==> config.mk <==
export PLATFORM = sky130hd
export DESIGN_NAME = config_word_decoder
export DESIGN_NICKNAME = d
export VERILOG_FILES = /design/src/hw/config_word_pkg.sv /design/src/hw/config_word_decoder.sv
export SDC_FILE = /design/constraint.sdc
export NUM_CORES = 1
export LEC_CHECK = 0
export BUFFER_PORTS_ARGS = -buffer_cell sky130_fd_sc_hd__clkbuf_2
export CAP_MARGIN = 10
export CORE_UTILIZATION = 49
export CTS_CLUSTER_SIZE = 40
export DETAILED_ROUTE_END_ITERATION = 12
export PLACE_DENSITY = 0.87
export SLEW_MARGIN = 10
export SYNTH_ARGS = -nofsm -noshare
export SYNTH_HDL_FRONTEND = slang
export SYNTH_SLANG_ARGS = --single-unit
==> constraint.sdc <==
create_clock -name core_clk -period 2.3 [get_ports core_clk]
set_input_delay 0.69 -clock core_clk [delete_from_list [all_inputs] [get_ports core_clk]]
set_output_delay 0.69 -clock core_clk [all_outputs]
set_load 0.02 [all_outputs]
==> src/hw/config_word_pkg.sv <==
/*
 * Shared constants and types of the configuration word decoder:
 * register indices, field positions, reset values, timing counts and the
 * bus and settings carriers.
 * Assumes a 100 MHz core clock and an APB master with 32-bit data.
 */
package config_word_pkg;

    // register indices; byte address is four times the index
    localparam logic [29:0] CFG_WORD_IDX = 30'h0000_2007;
    localparam logic [29:0] TEST_SPACE_LO_IDX = 30'h0000_2000;
    localparam logic [29:0] TEST_SPACE_HI_IDX = 30'h0000_3fff;
    localparam logic [29:0] STATUS_IDX = 30'h0000_0010;

    // field positions inside the configuration word
    localparam int OSC_SELECT_LO_POS = 0;
    localparam int WATCHDOG_ENABLE_POS = 2;
    localparam int POWERUP_DELAY_ENABLE_N_POS = 3;
    localparam int PROTECT_PAIR0_POS = 4;
    localparam int BROWNOUT_ENABLE_POS = 6;
    localparam int UNIMPLEMENTED_POS = 7;
    localparam int PROTECT_PAIR1_POS = 8;
    localparam int PROTECT_PAIR2_POS = 10;
    localparam int PROTECT_PAIR3_POS = 12;

    // every bit unprogrammed
    localparam logic [13:0] CFG_ERASED = 14'h3fff;

    // timing
    localparam int CORE_CLK_MHZ = 100;
    localparam int POWERUP_DELAY_US = 72000;
    localparam int POWERUP_DELAY_CYCLES = POWERUP_DELAY_US * CORE_CLK_MHZ;
    localparam int OSC_STARTUP_EDGES = 1024;
    localparam int WATCHDOG_OSC_DIV = 100;
    localparam int WATCHDOG_PERIOD_TICKS = 18000;

    typedef enum logic [1:0] {
        LOW_POWER_CRYSTAL_MODE = 2'h0,
        STANDARD_CRYSTAL_MODE = 2'h1,
        HIGH_SPEED_CRYSTAL_MODE = 2'h2,
        RC_MODE = 2'h3
    } osc_mode_type;

    typedef enum logic [2:0] {
        PH_POWERUP_DELAY = 3'h0,
        PH_OSC_STARTUP = 3'h1,
        PH_RUN = 3'h2,
        PH_SLEEP = 3'h3,
        PH_EXT_RESET = 3'h4
    } phase_type;

    typedef struct packed {
        osc_mode_type osc_mode;
        logic watchdog_enable;
        logic powerup_delay_enable_n;
        logic brownout_enable;
        logic [1:0] protect_level;
        logic protect_consistent;
    } settings_type;

    typedef struct packed {
        logic psel;
        logic penable;
        logic pwrite;
        logic [31:0] paddr;
        logic [31:0] pwdata;
    } apb_req_type;

    typedef struct packed {
        logic [31:0] prdata;
        logic pready;
        logic pslverr;
    } apb_rsp_type;

endpackage

==> src/hw/config_word_decoder.sv <==
/*
 * Configuration word decoder: holds the device configuration word, decodes
 * it into clock, watchdog, delay, brown-out and protection settings, and
 * runs the reset hold-off, watchdog and sleep wake-up sequencing.
 * Assumes an APB master on core_clk, asynchronous pins for programming
 * mode, clock input, external reset and brown-out detect, and same-clock
 * sleep, watchdog clear and interrupt requests from the core.
 */
// Operation
// - configuration word sits at index 2007h
// - programmed bit reads 0, unprogrammed 1
// - test space reachable only in programming mode
// - two bits select the oscillator mode
// - bit 2 set turns watchdog on
// - bit 3 low enables power-up delay
// - bit 6 set enables brown-out reset
// - brown-out enable forces power-up delay on
// - protection pairs encode protected memory share
// - bit 7 always reads back one
// - only configuration can stop the watchdog
// - watchdog runs from its own divided tick
// - power-up delay holds reset 72 ms
// - start-up timer holds reset until oscillator stable
// - sleep ends on reset, watchdog or interrupt
// - start-up timer counts 1024 clock-input edges
`timescale 1ns/1ps
`default_nettype none

module config_word_decoder #(
    parameter int POWERUP_CYCLES = config_word_pkg::POWERUP_DELAY_CYCLES,
    parameter int WATCHDOG_TICKS = config_word_pkg::WATCHDOG_PERIOD_TICKS
) (
    input wire logic core_clk,
    input wire logic rst_b,
    input wire config_word_pkg::apb_req_type apb_req,
    output var config_word_pkg::apb_rsp_type apb_rsp,
    input wire logic prog_mode_pin,
    input wire logic clock_input_pin,
    input wire logic mclr_b_pin,
    input wire logic brownout_detect_pin,
    input wire logic sleep_req,
    input wire logic watchdog_clear,
    input wire logic irq_wake,
    output var config_word_pkg::settings_type settings,
    output logic chip_reset_hold,
    output logic watchdog_reset,
    output logic sleeping
);
    import config_word_pkg::*;

    ////////////////////////////////////////////////////////////////////////
    // state

    typedef struct packed {
        logic [3:0] pin_s0;
        logic [3:0] pin_s1;
        logic [3:0] pin_s2;
        logic [3:0] pin_f;
        logic clk_prev;
        logic [13:0] word;
        settings_type cfg;
        phase_type phase;
        logic [22:0] delay_cnt;
        logic [9:0] ost_cnt;
        logic [6:0] wdt_div;
        logic [15:0] wdt_cnt;
        apb_rsp_type rsp;
        logic hold;
        logic wdt_rst;
        logic asleep;
    } state_type;

    state_type state_reg;
    state_type state_next;

    ////////////////////////////////////////////////////////////////////////
    // helpers

    function automatic settings_type decode_word(input logic [13:0] w);
        settings_type s;
        logic [1:0] p0;
        logic consistent;
        p0 = w[PROTECT_PAIR0_POS +: 2];
        consistent = (w[PROTECT_PAIR1_POS +: 2] == p0)
            && (w[PROTECT_PAIR2_POS +: 2] == p0)
            && (w[PROTECT_PAIR3_POS +: 2] == p0);
        s.osc_mode = osc_mode_type'(w[OSC_SELECT_LO_POS +: 2]);
        s.watchdog_enable = w[WATCHDOG_ENABLE_POS];
        s.powerup_delay_enable_n = w[POWERUP_DELAY_ENABLE_N_POS];
        s.brownout_enable = w[BROWNOUT_ENABLE_POS];
        // mismatched pairs select no scheme, so memory stays open
        s.protect_level = consistent ? p0 : 2'h3;
        s.protect_consistent = consistent;
        return s;
    endfunction

    logic [29:0] bus_idx;
    logic in_test_space;
    logic prog_mode;
    logic mclr_low;
    logic brownout_active;
    logic delay_on;
    logic crystal;
    logic clk_edge;
    logic wdt_tick;
    logic wdt_timeout;
    logic [31:0] read_data;
    logic read_err;
    phase_type resume_phase;

    ////////////////////////////////////////////////////////////////////////
    // next state

    always_comb begin
        state_next = state_reg;

        // pin synchronisers: a change is taken once stages two and three agree
        state_next.pin_s0 = {brownout_detect_pin, mclr_b_pin, clock_input_pin,
            prog_mode_pin};
        state_next.pin_s1 = state_reg.pin_s0;
        state_next.pin_s2 = state_reg.pin_s1;
        for (int i = 0; i < 4; i++) begin
            if (state_reg.pin_s1[i] == state_reg.pin_s2[i]) begin
                state_next.pin_f[i] = state_reg.pin_s2[i];
            end
        end
        prog_mode = state_reg.pin_f[0];
        mclr_low = ~state_reg.pin_f[2];
        brownout_active = state_reg.cfg.brownout_enable & state_reg.pin_f[3];

        // an external clock on the pin counts the same as a crystal
        clk_edge = state_reg.pin_f[1] & ~state_reg.clk_prev;
        state_next.clk_prev = state_reg.pin_f[1];

        delay_on = ~state_reg.cfg.powerup_delay_enable_n
            | state_reg.cfg.brownout_enable;
        crystal = (state_reg.cfg.osc_mode != RC_MODE);
        resume_phase = crystal ? PH_OSC_STARTUP : PH_RUN;

        // watchdog on its own slow tick, free of core activity
        wdt_tick = (state_reg.wdt_div == 7'(WATCHDOG_OSC_DIV - 1));
        state_next.wdt_div = wdt_tick ? 7'h00 : state_reg.wdt_div + 7'h01;
        wdt_timeout = 1'b0;
        if (!state_reg.cfg.watchdog_enable) begin
            state_next.wdt_cnt = 16'h0000;
        end else if (watchdog_clear || state_reg.hold) begin
            state_next.wdt_cnt = 16'h0000;
        end else if (wdt_tick) begin
            if (state_reg.wdt_cnt == 16'(WATCHDOG_TICKS - 1)) begin
                wdt_timeout = 1'b1;
                state_next.wdt_cnt = 16'h0000;
            end else begin
                state_next.wdt_cnt = state_reg.wdt_cnt + 16'h0001;
            end
        end

        // reset sequencing
        unique case (state_reg.phase)
            PH_POWERUP_DELAY: begin
                if (!delay_on || state_reg.delay_cnt == 23'(POWERUP_CYCLES - 1)) begin
                    state_next.phase = resume_phase;
                    state_next.ost_cnt = 10'h000;
                end else begin
                    state_next.delay_cnt = state_reg.delay_cnt + 23'h000001;
                end
            end
            PH_OSC_STARTUP: begin
                if (clk_edge) begin
                    if (state_reg.ost_cnt == 10'(OSC_STARTUP_EDGES - 1)) begin
                        state_next.phase = PH_RUN;
                    end else begin
                        state_next.ost_cnt = state_reg.ost_cnt + 10'h001;
                    end
                end
            end
            PH_RUN: begin
                if (mclr_low || wdt_timeout) begin
                    state_next.phase = PH_EXT_RESET;
                end else if (sleep_req) begin
                    state_next.phase = PH_SLEEP;
                end
            end
            PH_SLEEP: begin
                if (mclr_low) begin
                    state_next.phase = PH_EXT_RESET;
                end else if (wdt_timeout || irq_wake) begin
                    state_next.phase = resume_phase;
                    state_next.ost_cnt = 10'h000;
                end
            end
            PH_EXT_RESET: begin
                if (!mclr_low) begin
                    state_next.phase = PH_RUN;
                end
            end
            default: begin
                state_next.phase = PH_POWERUP_DELAY;
                state_next.delay_cnt = 23'h000000;
            end
        endcase
        if (brownout_active) begin
            state_next.phase = PH_POWERUP_DELAY;
            state_next.delay_cnt = 23'h000000;
        end
        state_next.hold = (state_next.phase != PH_RUN)
            && (state_next.phase != PH_SLEEP);
        state_next.asleep = (state_next.phase == PH_SLEEP);
        state_next.wdt_rst = wdt_timeout && (state_reg.phase == PH_RUN);

        // bus decode
        bus_idx = apb_req.paddr[31:2];
        in_test_space = (bus_idx >= TEST_SPACE_LO_IDX)
            && (bus_idx <= TEST_SPACE_HI_IDX);
        read_data = 32'h0000_0000;
        read_err = 1'b0;
        if (bus_idx == STATUS_IDX) begin
            read_data = {24'h000000, state_reg.asleep, state_reg.cfg.protect_consistent,
                prog_mode, state_reg.cfg.watchdog_enable, state_reg.hold,
                state_reg.phase};
        end else if (in_test_space && prog_mode) begin
            if (bus_idx == CFG_WORD_IDX) begin
                read_data = {18'h00000, state_reg.word};
                read_data[UNIMPLEMENTED_POS] = 1'b1;
            end
        end else begin
            read_err = 1'b1;
        end

        // one wait state, then the access completes
        state_next.rsp.pready = 1'b0;
        if (apb_req.psel && apb_req.penable && !state_reg.rsp.pready) begin
            state_next.rsp.pready = 1'b1;
            state_next.rsp.prdata = apb_req.pwrite ? 32'h0000_0000 : read_data;
            state_next.rsp.pslverr = read_err;
        end
        if (apb_req.psel && apb_req.penable && state_reg.rsp.pready
            && apb_req.pwrite && !read_err && bus_idx == CFG_WORD_IDX) begin
            state_next.word = apb_req.pwdata[13:0];
            state_next.word[UNIMPLEMENTED_POS] = 1'b1;
            state_next.cfg = decode_word(apb_req.pwdata[13:0]);
        end
    end

    ////////////////////////////////////////////////////////////////////////
    // registers

    always_ff @(posedge core_clk) begin
        if (!rst_b) begin
            state_reg <= '0;
            // every stage starts with mclr released, brown-out flagged and the clock pin low, so no false clock edge follows reset
            state_reg.pin_s0 <= 4'hc;
            state_reg.pin_s1 <= 4'hc;
            state_reg.pin_s2 <= 4'hc;
            state_reg.pin_f <= 4'hc;
            state_reg.word <= CFG_ERASED;
            state_reg.cfg <= decode_word(CFG_ERASED);
            state_reg.phase <= PH_POWERUP_DELAY;
            state_reg.hold <= 1'b1;
        end else begin
            state_reg <= state_next;
        end
    end

    ////////////////////////////////////////////////////////////////////////
    // outputs

    assign apb_rsp = state_reg.rsp;
    assign settings = state_reg.cfg;
    assign chip_reset_hold = state_reg.hold;
    assign watchdog_reset = state_reg.wdt_rst;
    assign sleeping = state_reg.asleep;

endmodule

`default_nettype wire

==> run summary <==
share of cells above drive strength 1 = 21.9%
Pwr Density = 557 nW/um^2
row count = 37
kind of critical path = register to register
P_sw = 792 uW
DRT iter0 DRCs = 415
CTS sink count = 111
most frequent cells in the layout = dfxtp_1 (107), clkbuf_2 (82), nor2_1 (67)
Routed Antenna Nets = 0
H-tree Lvls = 3
sequential share of power = 58.6%
outcome = finished clean
Synth area leader = dfxtp_1
TritonCTS clock tree = yes
period utilisation layout = 96.3%
Comb pwr share = 4.5%
diode count = 0
crit-path max FO = 6
most common cell after layout, fill and taps aside = dfxtp_1
Die Y = 105 um
startpoint types = register
I/O pins = 121
# port buffers = 81
hpwl dp = 8770 um
vias in the first global route = 4,330
Setup Skew = 0.0109 ns
Yosys Warn Count = 0
Num CTS Buffers = 9
EDFF count, synth = 0
Worst Hold Class = register to register
clock buffer depth = 2
Total GRT Usage = 21.8%
die width = 105 um
drt total wl = 12,000 um
final worst slack = 0.0844 ns
largest cells by area after synthesis = dfxtp_1 (43%), buf_4 (6.1%), nor2_1 (4.9%)
grt ovf = 0
Crit. End Element = register
max reg flops = 78
final core occ = 58.0%
Top FF cell, synth = dfxtp_1
area share of the leading cell type in the synthesized netlist = 43.1%
unrepaired setup endpoints after global routing = false
CTS root buffer = clkbuf_8
Hold Violations, Final = 0
DRC viols = 0
Final nets = 760
hold_buf cts = 0
peak supply drop = 0.445 mV
MaxCap Viol Count = 0
Area Growth Syn to Fin = 15.4%
Leakage = 2.43 nW
drt via density = 5.48
Starting Density = 50.2%
Syn Area/Cell = 8.63 um^2
routability congestion estimate from global placement = 0.913
first-pass GRT wire length = 19,600 um
crit path DAT = 2.53 ns
Core ar. = 10,300 um^2
Max Slew Vio Count = 0
cell area after layout = 5960 um^2
clock share of power = 36.9%
cells after synthesis = 598
die area = 10,900 um^2
Required @ worst endpoint = 2.61 ns
Tot Pwr = 3.32 mW
Seq/Total Area, Yosys = 43.1%
Area after DPL = 5640 um^2
Cell variety after synth = 55
sw frac = 23.9%
largest net degree at the start of global routing = 36
Place WS = -0.165 ns
FF+latch count, synth = 111
Max Fclk = 0.451 GHz
Final Critical Period = 2.22 ns
initial antenna violation count = 0
Setup-failing EPs final = 0
post-synthesis async set-or-reset flop share = 0%
DR pass1 iterations = 8
Vias = 4,497
clk slew on worst S/H paths = 0.11 ns
Mapped Area = 5160 um^2
P_int = 2.53 mW
wire length per cell = 14.6 um
Skew-Pair Late Insertion Delay = 0.37 ns
worst paths after layout:
path                    from               to  slack (ns)  depth (start not counted)
max            state_reg[41]    state_reg[66]        0.08                          7
min          state_next[129]  state_next[125]        0.42                          1
max reg2reg    state_reg[41]    state_reg[66]        0.08                          7
min reg2reg  state_next[129]  state_next[125]        0.42                          1
synthesized netlist by cell type (2+ instances only):
cell	count
and2_1	9
a21o_1	2
xnor2_1	17
nand3_1	18
or2_2	2
buf_2	2
o31ai_1	5
nor3_1	15
or4_1	3
buf_4	42
dfxtp_1	111
and4_1	7
o2111ai_1	4
or3_1	11
nor4_1	10
ha_1	4
xor2_1	18
nand4_1	10
nand2_1	59
nor2_1	67
nand3b_1	3
a22o_1	6
o311ai_0	2
nand2b_1	11
inv_1	17
a221oi_1	2
nor2b_1	4
a22oi_1	8
o21ai_0	25
a21oi_1	29
and3_1	14
nor4b_1	3
nor3b_1	3
o22ai_1	2
mux2i_1	15
o211ai_1	4
clkbuf_1	16
critical path: stages (launching register included):
cell and delay, ns:
dfxtp_1 0.37, nor4b_2 0.32, nand4_1 0.22, nor4_4 0.36, o211ai_2 0.17, buf_4 0.18, or4_1 0.42, a21oi_2 0.13
through the flow:
stage | setup TNS, ns | cells | hold slack (ns)
final | 0 | 820 | 0.416
after floorplan | -0.119 | 615 | 0.386
after global routing | 0 | 820 | 0.439
after CTS | 0 | 818 | 0.420
after global placement | -0.737 | 800 | 0.397
after detailed placement | -3.83 | 800 | 0.400
per-layer routing:
metal	share of wire [%]	wire length (um)	GRT usage, %	vias to the layer above
met1	41	4920	25.0	2112
met4	2.0	242	9.15	0
met2	53	6350	39.7	154
met5	0	0	0	-
met3	3.9	462	3.74	32
li1	-	-	-	2199
cells by family (layout without fill, tap and decap cells):
| family | Yosys count | count (layout) | synth area share (%) |
|---|---|---|---|
| simple gates | 255 | 255 | 25.5 |
| flops | 111 | 111 | 43.1 |
| compound gates | 100 | 100 | 12.9 |
| buf+inv | 77 | 146 | 8.70 |
| xor+xnor | 35 | 35 | 5.94 |
| mux | 15 | 15 | 2.91 |
| fa+ha+maj | 4 | 4 | 0.970 |
| other cells | 1 | 18 | 0.0727 |
power groups by stage:
stage / sequential, mW / combinational, mW / clock [mW]
floorplan: 1.99 / 0.0969 / 0
global route: 1.95 / 0.165 / 1.32
finish: 1.94 / 0.151 / 1.22
CTS: 1.94 / 0.144 / 1.25
detailed placement: 1.99 / 0.143 / 0
global placement: 1.99 / 0.138 / 0
timing repair:
action | 4_1_cts | 5_1_grt
setup endpoints to repair | 3 | 10
pin swaps | 2 | 6
resized for setup | 1 | 15
buffers inserted | 3 | 2
cell type report:
class                           instances  area [um^2]
Inverter                               17         63.8
Clock buffer                            9          124
Sequential cell                       111         2230
Multi-Input combinational cell        427         2620
Tap cell                              136          170
Timing Repair Buffer                  114          663
Fill cell                             855         4320
Clock inverter                          6         86.3
Note: power is estimated with default switching activity, not from simulation.
